<file path="src/core/rvcr_pkg.sv">
// constants for the regulator voltage configuration register bank
// assumes a byte-wide register port driven by the serial interface engine on clk
package rvcr_pkg;

	// ----------------------------------------------------------------
	// register offsets
	// ----------------------------------------------------------------
	localparam logic [7:0] SLEW_RATE_SELECT_OFFSET = 8'h07;
	localparam logic [7:0] LINEAR_REG_PAIR_A_OFFSET = 8'h08;
	localparam logic [7:0] LINEAR_REG_PAIR_B_OFFSET = 8'h09;
	localparam logic [7:0] BUCK_ONE_VOLTAGE_OFFSET = 8'h0a;

	// ----------------------------------------------------------------
	// field layout
	// ----------------------------------------------------------------
	localparam int SLEW_CODE_LSB = 0;
	localparam int LOW_CODE_LSB = 0;
	localparam int HIGH_CODE_LSB = 4;
	localparam int BUCK_CODE_LSB = 0;
	localparam logic [7:0] SLEW_WRITABLE_MASK = 8'h07;
	localparam logic [7:0] PAIR_WRITABLE_MASK = 8'h77;
	localparam logic [7:0] BUCK_WRITABLE_MASK = 8'h3f;

	// ----------------------------------------------------------------
	// reset values and special slew codes
	// ----------------------------------------------------------------
	localparam logic [2:0] SLEW_CODE_RESET = 3'h6;
	localparam logic [2:0] SLEW_CODE_IMMEDIATE = 3'h7;
	localparam logic [2:0] SLEW_CODE_FASTEST = 3'h6;
	localparam logic [7:0] PAIR_RESET = 8'h00;
	localparam logic [5:0] BUCK_CODE_RESET = 6'h00;

	// strap-selected defaults, indexed by {strap_pin_b, strap_pin_a}
	localparam logic [3:0][7:0] STRAP_PAIR_A_DEFAULT = {8'h55, 8'h44, 8'h22, 8'h11};
	localparam logic [3:0][7:0] STRAP_PAIR_B_DEFAULT = {8'h55, 8'h44, 8'h22, 8'h11};
	localparam logic [3:0][7:0] STRAP_BUCK_DEFAULT = {8'h3f, 8'h28, 8'h10, 8'h08};

	// ----------------------------------------------------------------
	// ramp timing
	// ----------------------------------------------------------------
	localparam int CLK_FREQ_MHZ = 125;
	localparam int FINE_STEP_UV = 25000;
	localparam int FASTEST_RATE_UV_PER_US = 7200;
	localparam int FASTEST_STEP_CYCLES = FINE_STEP_UV * CLK_FREQ_MHZ / FASTEST_RATE_UV_PER_US;

endpackage

</file>
<file path="src/core/rvcr_regs.sv">
// register bank: slew select, linear regulator codes, first converter code
// assumes reset is the undervoltage lockout event, synchronous to clk
//
// Operation
// slew register: 3-bit code, reset 110
// slew codes double rate; 111 jumps immediately
// reg one code in pair A bits 2:0
// reg two code in pair A bits 6:4
// reg three code in pair B bits 2:0
// reg four code in pair B bits 6:4
// buck one six-bit code, bits 7:6 zero
// buck one default comes from strap pins
// all voltage defaults loaded from strap pins
// straps latched once at lockout release
// host writes override strap defaults
// buck two ramps one code per interval
// upper buck codes use double step size
// writes to reserved bits ignored
`timescale 1ns/1ps
`default_nettype none

module rvcr_regs #(
	parameter int FAST_STEP_CYCLES = rvcr_pkg::FASTEST_STEP_CYCLES
) (
	// clock and lockout reset
	input wire logic clk,
	input wire logic reset,
	// strapping pins
	input wire logic strap_pin_a,
	input wire logic strap_pin_b,
	// register port
	input wire logic reg_wr_en,
	input wire logic reg_rd_en,
	input wire logic [7:0] reg_addr,
	input wire logic [7:0] reg_wdata,
	output logic [7:0] reg_rdata,
	// second converter target from its select logic
	input wire logic [5:0] buck_two_target,
	// regulator codes
	output logic [2:0] linear_reg_one_code,
	output logic [2:0] linear_reg_two_code,
	output logic [2:0] linear_reg_three_code,
	output logic [2:0] linear_reg_four_code,
	output logic [5:0] buck_one_code,
	output logic [2:0] slew_code,
	output logic [5:0] buck_slewed_output,
	output logic buck_two_ramping
);

	// ----------------------------------------------------------------
	// strap synchroniser
	// ----------------------------------------------------------------
	logic [1:0] strap_meta_reg;
	logic [1:0] strap_sync_reg;

	// no reset here so the pins are already settled when lockout releases
	always_ff @(posedge clk) begin
		strap_meta_reg <= {strap_pin_b, strap_pin_a};
		strap_sync_reg <= strap_meta_reg;
	end

	// ----------------------------------------------------------------
	// register state
	// ----------------------------------------------------------------
	logic load_pending_reg, load_pending_next;
	logic [7:0] slew_reg, slew_next;
	logic [7:0] pair_a_reg, pair_a_next;
	logic [7:0] pair_b_reg, pair_b_next;
	logic [7:0] buck_reg, buck_next;
	logic [7:0] rdata_reg, rdata_next;
	logic host_wr;

	// writes are held off during the one-cycle strap load
	assign host_wr = reg_wr_en && !load_pending_reg;

	// next values of the register bank
	always_comb begin
		load_pending_next = 1'b0;
		slew_next = slew_reg;
		pair_a_next = pair_a_reg;
		pair_b_next = pair_b_reg;
		buck_next = buck_reg;
		rdata_next = 8'h00;
		if (load_pending_reg) begin
			pair_a_next = rvcr_pkg::STRAP_PAIR_A_DEFAULT[strap_sync_reg];
			pair_b_next = rvcr_pkg::STRAP_PAIR_B_DEFAULT[strap_sync_reg];
			buck_next = rvcr_pkg::STRAP_BUCK_DEFAULT[strap_sync_reg];
		end else if (host_wr) begin
			unique case (reg_addr)
				rvcr_pkg::SLEW_RATE_SELECT_OFFSET: begin
					slew_next = reg_wdata & rvcr_pkg::SLEW_WRITABLE_MASK;
				end
				rvcr_pkg::LINEAR_REG_PAIR_A_OFFSET: begin
					pair_a_next = reg_wdata & rvcr_pkg::PAIR_WRITABLE_MASK;
				end
				rvcr_pkg::LINEAR_REG_PAIR_B_OFFSET: begin
					pair_b_next = reg_wdata & rvcr_pkg::PAIR_WRITABLE_MASK;
				end
				rvcr_pkg::BUCK_ONE_VOLTAGE_OFFSET: begin
					buck_next = reg_wdata & rvcr_pkg::BUCK_WRITABLE_MASK;
				end
				default: begin
				end
			endcase
		end
		// unmapped offsets read as zero
		if (reg_rd_en) begin
			unique case (reg_addr)
				rvcr_pkg::SLEW_RATE_SELECT_OFFSET: rdata_next = slew_reg;
				rvcr_pkg::LINEAR_REG_PAIR_A_OFFSET: rdata_next = pair_a_reg;
				rvcr_pkg::LINEAR_REG_PAIR_B_OFFSET: rdata_next = pair_b_reg;
				rvcr_pkg::BUCK_ONE_VOLTAGE_OFFSET: rdata_next = buck_reg;
				default: rdata_next = 8'h00;
			endcase
		end
	end

	// lockout acts as the register reset
	always_ff @(posedge clk) begin
		if (reset) begin
			load_pending_reg <= 1'b1;
			slew_reg <= {5'h00, rvcr_pkg::SLEW_CODE_RESET};
			pair_a_reg <= rvcr_pkg::PAIR_RESET;
			pair_b_reg <= rvcr_pkg::PAIR_RESET;
			buck_reg <= {2'h0, rvcr_pkg::BUCK_CODE_RESET};
			rdata_reg <= 8'h00;
		end else begin
			load_pending_reg <= load_pending_next;
			slew_reg <= slew_next;
			pair_a_reg <= pair_a_next;
			pair_b_reg <= pair_b_next;
			buck_reg <= buck_next;
			rdata_reg <= rdata_next;
		end
	end

	// field outputs taken straight from the register flops
	assign reg_rdata = rdata_reg;
	assign slew_code = slew_reg[rvcr_pkg::SLEW_CODE_LSB +: 3];
	assign linear_reg_one_code = pair_a_reg[rvcr_pkg::LOW_CODE_LSB +: 3];
	assign linear_reg_two_code = pair_a_reg[rvcr_pkg::HIGH_CODE_LSB +: 3];
	assign linear_reg_three_code = pair_b_reg[rvcr_pkg::LOW_CODE_LSB +: 3];
	assign linear_reg_four_code = pair_b_reg[rvcr_pkg::HIGH_CODE_LSB +: 3];
	assign buck_one_code = buck_reg[rvcr_pkg::BUCK_CODE_LSB +: 6];

	// ----------------------------------------------------------------
	// second converter ramp
	// ----------------------------------------------------------------
	logic [5:0] ramp_code_reg, ramp_code_next;
	logic [16:0] ramp_cnt_reg, ramp_cnt_next;
	logic ramping_reg, ramping_next;
	logic [16:0] step_interval;
	logic [5:0] span_code;

	// each slower code halves the rate; the voltage gap of a step is set by the
	// upper code of the pair crossed: 25 mV up to 32, 50 mV up to 60, 100 mV above
	always_comb begin
		span_code = (ramp_code_reg < buck_two_target) ?
			ramp_code_reg + 6'h01 : ramp_code_reg;
		step_interval = 17'(FAST_STEP_CYCLES) << (rvcr_pkg::SLEW_CODE_FASTEST - slew_code);
		if (span_code > 6'h3c) begin
			step_interval = step_interval << 2;
		end else if (span_code > 6'h20) begin
			step_interval = step_interval << 1;
		end
	end

	// jump to the target at the immediate code, else step toward it one code at a time
	always_comb begin
		ramp_code_next = ramp_code_reg;
		ramp_cnt_next = 17'h00000;
		if (slew_code == rvcr_pkg::SLEW_CODE_IMMEDIATE) begin
			ramp_code_next = buck_two_target;
		end else if (ramp_code_reg != buck_two_target) begin
			if (ramp_cnt_reg >= step_interval - 17'h00001) begin
				ramp_code_next = (ramp_code_reg < buck_two_target) ?
					ramp_code_reg + 6'h01 : ramp_code_reg - 6'h01;
			end else begin
				ramp_cnt_next = ramp_cnt_reg + 17'h00001;
			end
		end
		ramping_next = ramp_code_next != buck_two_target;
	end

	// ramp state starts at the lowest code and walks up after release
	always_ff @(posedge clk) begin
		if (reset) begin
			ramp_code_reg <= rvcr_pkg::BUCK_CODE_RESET;
			ramp_cnt_reg <= 17'h00000;
			ramping_reg <= 1'b0;
		end else begin
			ramp_code_reg <= ramp_code_next;
			ramp_cnt_reg <= ramp_cnt_next;
			ramping_reg <= ramping_next;
		end
	end

	assign buck_slewed_output = ramp_code_reg;
	assign buck_two_ramping = ramping_reg;
endmodule

`default_nettype wire

</file>
<file path="config.mk">
export PLATFORM = sky130hd
export DESIGN_NAME = rvcr_regs
export DESIGN_NICKNAME = d
export VERILOG_FILES = /design/src/core/rvcr_pkg.sv /design/src/core/rvcr_regs.sv
export SDC_FILE = /design/constraint.sdc
export NUM_CORES = 1
export LEC_CHECK = 0
export BUFFER_PORTS_ARGS = -buffer_cell sky130_fd_sc_hd__buf_2
export CAP_MARGIN = 25
export CELL_PAD_IN_SITES_DETAIL_PLACEMENT = 1
export CELL_PAD_IN_SITES_GLOBAL_PLACEMENT = 1
export CORE_ASPECT_RATIO = 0.8
export CORE_MARGIN = 4
export CORE_UTILIZATION = 39
export DETAILED_ROUTE_END_ITERATION = 16
export GPL_ROUTABILITY_DRIVEN = 1
export PLACE_DENSITY_LB_ADDON = 0.12
export SLEW_MARGIN = 25
export SYNTH_ARGS = -nofsm -noshare
export SYNTH_HDL_FRONTEND = slang
export SYNTH_SLANG_ARGS = --single-unit
</file>
<file path="constraint.sdc">
create_clock -name clk -period 6.7 [get_ports clk]
set_clock_uncertainty 0.1 [all_clocks]
set_input_delay 0.67 -clock clk [delete_from_list [all_inputs] [get_ports clk]]
set_output_delay 0.67 -clock clk [all_outputs]
set_load 0.005 [all_outputs]
</file>
# ---- After elaboration in Yosys (flattened, before gate mapping)
# Index checks and enable logic that the tools add are counted.
dict set report classes {
  bitwise_logic 3
  eq_ne 7
  add_sub_neg 5
  shift 1
  n_mux 22
  n_lt_le_gt_ge 5
  n_reduce_logical 12
}
# operator count
set ops {}
lappend ops {{$mux 8} 11}
lappend ops {{$mux 17} 2}
lappend ops {{$bmux 8 s2} 2}
lappend ops {{$pmux 8 s4} 1}
lappend ops {{$mux 6} 5}
lappend ops {{$eq 8x4->1 const B} 3}
lappend ops {{$add 17x1->17 const B} 1}
lappend ops {{$ge 17x17->1} 1}
lappend ops {{$shl 9x3->17 const A} 1}
lappend ops {{$sub 17x1->17 const B} 1}
lappend ops {{$gt 6x6->1 const B} 2}
lappend ops {{$ne 6x6->1} 2}
lappend ops {{$eq 8x3->1 const B} 1}
lappend ops {{$reduce_bool 2->1} 4}
lappend ops {{$add 6x1->6 const B} 1}
lappend ops {{$lt 6x6->1} 1}
lappend ops {{$reduce_and 2->1} 3}
lappend ops {{$sub 6x1->6 const B} 1}
lappend ops {{$reduce_or 4->1} 1}
lappend ops {{$eq 3x3->1 const B} 1}
lappend ops {{$lt 2x3->1 const B} 1}
lappend ops {{$not 1->1} 3}
lappend ops {{$reduce_and 3->1} 1}
lappend ops {{$sub 3x3->3 const A} 1}
lappend ops {{4 further kinds} 4}
dict set report word_totals {
  in_bits 28
  regBits 64
  out_inout_bits 36
  word_cells 66
}

# ---- Depth between registers and ports, before layout
dict set report logic_depth {
  depth_word 11
  ltp_mapped 31
  depth_no_buf 28
}

# ---- Least setup slack after synthesis
# Ideal clock, no wire load.
dict set report synth_path {
  kind {in2reg}
  start {in buck_two_target[3]}
  end {reg ramp_cnt_reg[10]}
  setup_ps 65
  path_slack_ps 186
  path_stages 29
  path_buffers 5
  t_arrival_ps 6349
  cell_sequence {inv_1 -> ha_1 -> a211oi_2 -> nor2_1 -> or3_1 -> buf_6 -> ha_1 -> nor2_1 -> a311oi_2 -> o211ai_1 -> buf_2 -> clkbuf_1 -> nand3_1 -> ha_1 -> o21ai_0 -> a21oi_4 -> nand4_4 -> nor4_2 -> xor2_1 -> ha_1 -> nand3_1 -> nor4_1 -> a211o_1 -> a21o_1 -> a221o_1 -> or4_1 -> clkbuf_1 -> clkbuf_1 -> nor2_1}
}
dict set report synth_via {
  elab_chain_len 8
}
# element line_no
set synth_rtl {}
lappend synth_rtl {{start: declaration} rvcr_regs.sv:38} ;# input wire logic [5:0] buck_two_target,
lappend synth_rtl {{$lt 6x6->1} rvcr_regs.sv:158} ;# span_code = (ramp_code_reg < buck_two_target) ?
lappend synth_rtl {{$mux 6} rvcr_regs.sv:158}
lappend synth_rtl {{$gt 6x6->1} rvcr_regs.sv:163} ;# end else if (span_code > 6'h20) begin
lappend synth_rtl {{$mux 17} rvcr_regs.sv:163}
lappend synth_rtl {{$mux 17} rvcr_regs.sv:161} ;# if (span_code > 6'h3c) begin
lappend synth_rtl {{$sub 17x1->17} rvcr_regs.sv:175} ;# if (ramp_cnt_reg >= step_interval - 17'h00001) begin
lappend synth_rtl {{$ge 17x17->1} rvcr_regs.sv:175}
lappend synth_rtl {{$reduce_or 4->1 (no line) *} --}
lappend synth_rtl {{end signal: assignment} rvcr_regs.sv:193} ;# ramp_cnt_reg <= ramp_cnt_next;
lappend synth_rtl {{end: declaration} rvcr_regs.sv:150} ;# logic [16:0] ramp_cnt_reg, ramp_cnt_next;
# Every way passes the cells marked *; elsewhere a longest branch is shown, timed or not.
# A chain may end at the register's enable or synchronous reset.

# ---- Worst setup path in the final report
dict set report layout_path {
  start {in buck_two_target[3]}
  end {reg ramping_reg (netlist: buck_two_ramping)}
}
dict set report layout_via {
  elab_chain_len 11
}
# element line_no
set layout_rtl {}
lappend layout_rtl {{$lt 6x6->1} {rvcr_regs.sv:158, rvcr_regs.sv:176}}
lappend layout_rtl {{$mux 6} rvcr_regs.sv:158}
lappend layout_rtl {{$gt 6x6->1} rvcr_regs.sv:163}
lappend layout_rtl {{$mux 17} rvcr_regs.sv:163}
lappend layout_rtl {{$mux 17} rvcr_regs.sv:161}
lappend layout_rtl {{$sub 17x1->17} rvcr_regs.sv:175}
lappend layout_rtl {{$ge 17x17->1} rvcr_regs.sv:175}
lappend layout_rtl {{$mux 6} rvcr_regs.sv:175}
lappend layout_rtl {{$mux 6} rvcr_regs.sv:174} ;# end else if (ramp_code_reg != buck_two_target) begin
lappend layout_rtl {{$mux 6} rvcr_regs.sv:172} ;# if (slew_code == rvcr_pkg::SLEW_CODE_IMMEDIATE) begin
lappend layout_rtl {{$ne 6x6->1 *} rvcr_regs.sv:182} ;# ramping_next = ramp_code_next != buck_two_target;
lappend layout_rtl {{end signal: assignment} rvcr_regs.sv:194} ;# ramping_reg <= ramping_next;
lappend layout_rtl {{end: declaration} rvcr_regs.sv:151} ;# logic ramping_reg, ramping_next;
# Marked as above.

==> flow_summary_export.csv <==
group,metric,value,unit
placed_design,io_buffers,61,
final_layout,syn2layout_area_growth,17.7,%
detailed_routing,met1Wirelength,6770,um
cts,worstSkewPairLatency,330,ps
setup_path,slowest_delay,470,ps
cts,clk_pin_slew,60,ps
setup_path,worstPathArrival,6470,ps
detailed_routing,via_per_inst,5.55,
setup_path,cp.required,6830,ps
yosys,synth_nets,625,
yosys,synth_area_per_cell,7.92,um^2
setup_path,cp-start-kind,"input port",
power_and_ir_drop,power.share.clock,0.498,
power_and_ir_drop,leakage,2.30,nW
floorplan,die_y,103,um
detailed_routing,wire_per_inst,17.2,um
setup_path,worstSetupPathType,"input port to flop",
floorplan,coreArea,11000,um^2
setup_path,path_max_fanout,7,
power_and_ir_drop,p_seq_frac,0.420,
yosys,yosysSeqAreaShare,0.257,
yosys,netlist_area,4430,um^2
global_route,grt_pass1_vias,4472,
global_route,grt_pass1_wl,22500,um
cts,tritoncts,"done",
yosys,synth_top_flop_cell,"dfxtp_1",
final_layout,fillers,1374,
power_and_ir_drop,p_int,0.000634,W
yosys,synthTopCellsByArea,"dfxtp_1, ha_1, nor2_1",
final_layout,largest_reg_flops,17,
final_layout,layout-drive-gt1-share,0.206,
yosys,synthDistinctLibCells,67,
detailed_routing,first_pass_iters,4,
power_and_ir_drop,pwr_density_cell,165,nW/um^2
power_and_ir_drop,peakVddDrop,0.0943,mV
final_layout,num_antenna_cells,0,
floorplan,initial_core_util,0.404,
timing,tns,0,ps
placed_design,dp.cells,755,
detailed_routing,drc_errors,0,
floorplan,dieWidth,127,um
run,drv_cap,0,
timing,max_slew_margin,0.497,
min_path,hold_path.class,"flop to flop",
detailed_routing,topRoutingLayerUsed,"met4",
yosys,ys_warn_count,0,
yosys,synth_edf_count,0,
detailed_routing,wl_met2,5800,um
global_route,antenna_found_initial,0,
power_and_ir_drop,sw_frac_of_total,0.262,
timing,rsz0062_at_grt,"false",
final_layout,instances_no_fill,771,
detailed_routing,postRouteAntennaNets,0,
setup_path,crit_top_cell,"ha_1",
detailed_routing,via_count,4278,
placed_design,dpl.hpwl,10100,um
global_route,grt_max_degree,29,
cts,cts.htree.levels,3,
floorplan,io_pins,64,
detailed_routing,drt_iter0_markers,213,
floorplan,rows,34,
outcome,status,"finished clean",
timing,maxSlewViolCount,0,
global_route,grt_use_total,0.211,
setup_path,critical_path.slowest_cell,"a221o_2",
timing,fmax,158,MHz
power_and_ir_drop,fin_total_pwr,0.000859,W
floorplan,die-area,13100,um^2
cts,cts_root_buffer,"clkbuf_16",
final_layout,nNetsFinal,687,
yosys,async_reset_ff_frac,0,
global_route,overflow,0,
yosys,yosysTopAreaCellShare,0.257,
yosys,netlist.top_cell.by_area,"dfxtp_1",
yosys,syn_inst,560,
timing,setup_viol,0,
timing,finalCritPeriodShare,0.947,
cts,clockBufferDepth,2,
placed_design,gp_congestion,0.876,
cts,cts_setup_buffers,0,
power_and_ir_drop,p_comb_frac,0.082,
timing,hold_violations,0,
cts,hold_buffers,0,
detailed_routing,drt-total-wl,13200,um
setup_path,crit_path_end_kind,"flop",
timing,tightest_slew,750,ps
power_and_ir_drop,switchingPower,0.000225,W
cts,clock-sinks,57,
timing,min_period,6350,ps
yosys,ys_ff_latch,57,
detailed_routing,route.met3.wl,588,um
cts,cts-buffers-inserted,9,
## timing repair
item                                   in CTS  in global routing
endpoints found under the hold margin       0                  0
setup endpoints to repair                   0                  1
resized for setup                           0                  4
## final cells by class
cell class,count,area (um^2),area share
sequential,57,1140,0.219
timing repair buffer,81,455,0.0873
tap,144,180,0.0345
multi-input combinational,452,3080,0.591
clock buffer,9,225,0.0432
clock inverter,7,53.8,0.0103
inverter,21,78.8,0.0151
## critical path: cells and delay by family
kind                     cells  cell delay, ps
adder cells (fa/ha/maj)      4            1170
AO/OA/AOI/OAI                9            2270
XOR/XNOR                     3             620
buffers and inverters        2             170
AND/OR/NAND/NOR             10            1570
## final timing paths
check,startpoint,endpoint,slack [ps],cells after the start
setup / recovery,buck_two_target[3],buck_two_ramping,350,28
hold reg to reg,strap_meta_reg[1],strap_sync_reg[1],230,0
hold / removal,strap_meta_reg[1],strap_sync_reg[1],230,0
setup reg to reg,buck_slewed_output[3],buck_two_ramping,490,26
## cells by family after synthesis
kind of cell	count (synthesis)	share of synthesized area
adders and majority gates	37	0.104
DFF	57	0.257
buffers and inverters	51	0.0502
AOI/OAI and AO/OA	133	0.208
xor gates and xnor gates	45	0.0889
muxes	26	0.0612
and+or+nand+nor	210	0.229
other	1	0.000846
## cell usage after synthesis (all sizes together) (14+ instances only)
| cell type | number |
|---|---|
| ha | 37 |
| clkbuf | 21 |
| inv | 20 |
| o21ai | 14 |
| a211oi | 17 |
| nor2 | 81 |
| xnor2 | 25 |
| xor2 | 20 |
| nand2 | 45 |
| dfxtp | 57 |
| a21oi | 47 |
| mux2i | 20 |
| nand3 | 24 |
## per-stage QoR
stage / worst slack (ps) / hold slack (ps) / utilization / instance area (um^2)
2_1_floorplan: 186 / 210 / - / 4430
3_3_place_gp: 167 / 213 / 0.449 / 4920
3_5_place_dp: 36.8 / 214 / 0.449 / 4920
4_1_cts: 332 / 229 / 0.474 / 5200
5_1_grt: 17.1 / 235 / 0.475 / 5220
6_report: 354 / 228 / 0.475 / 5220
## routing by layer
metal  global-route usage  vias to the layer above
li1                     -                     2131
met1                0.291                     2062
met2                0.339                       78
met3               0.0498                        7
met4               0.0429                        0
met5                    0                        -
## cells in the final DEF, fill, tap and decap left out, types with 6 or more instances in the layout
cell type / n
buf_2: 61
nor2_1: 81
dfxtp_1: 55
a21o_1: 8
clkbuf_16: 9
mux2i_1: 20
xnor2_1: 25
nand2_1: 45
ha_1: 37
o211ai_1: 6
a31oi_1: 7
a21oi_1: 44
a211oi_1: 16
nand3_1: 23
o21ai_0: 12
inv_1: 20
xor2_1: 20
nor3_1: 8
buf_4: 20
and3_1: 7
nand4_1: 7
## power by group through the flow
| stage | clock [W] | sequential [W] | combinational, W |
|---|---|---|---|
| after floorplan | 0 | 0.000365 | 0.0000420 |
| after global placement | 0 | 0.000367 | 0.0000676 |
| after detailed placement | 0 | 0.000368 | 0.0000701 |
| after CTS | 0.000441 | 0.000361 | 0.0000709 |
| after global routing | 0.000457 | 0.000362 | 0.0000798 |
| final | 0.000428 | 0.000361 | 0.0000705 |
Power figures use the tool's default switching activity.
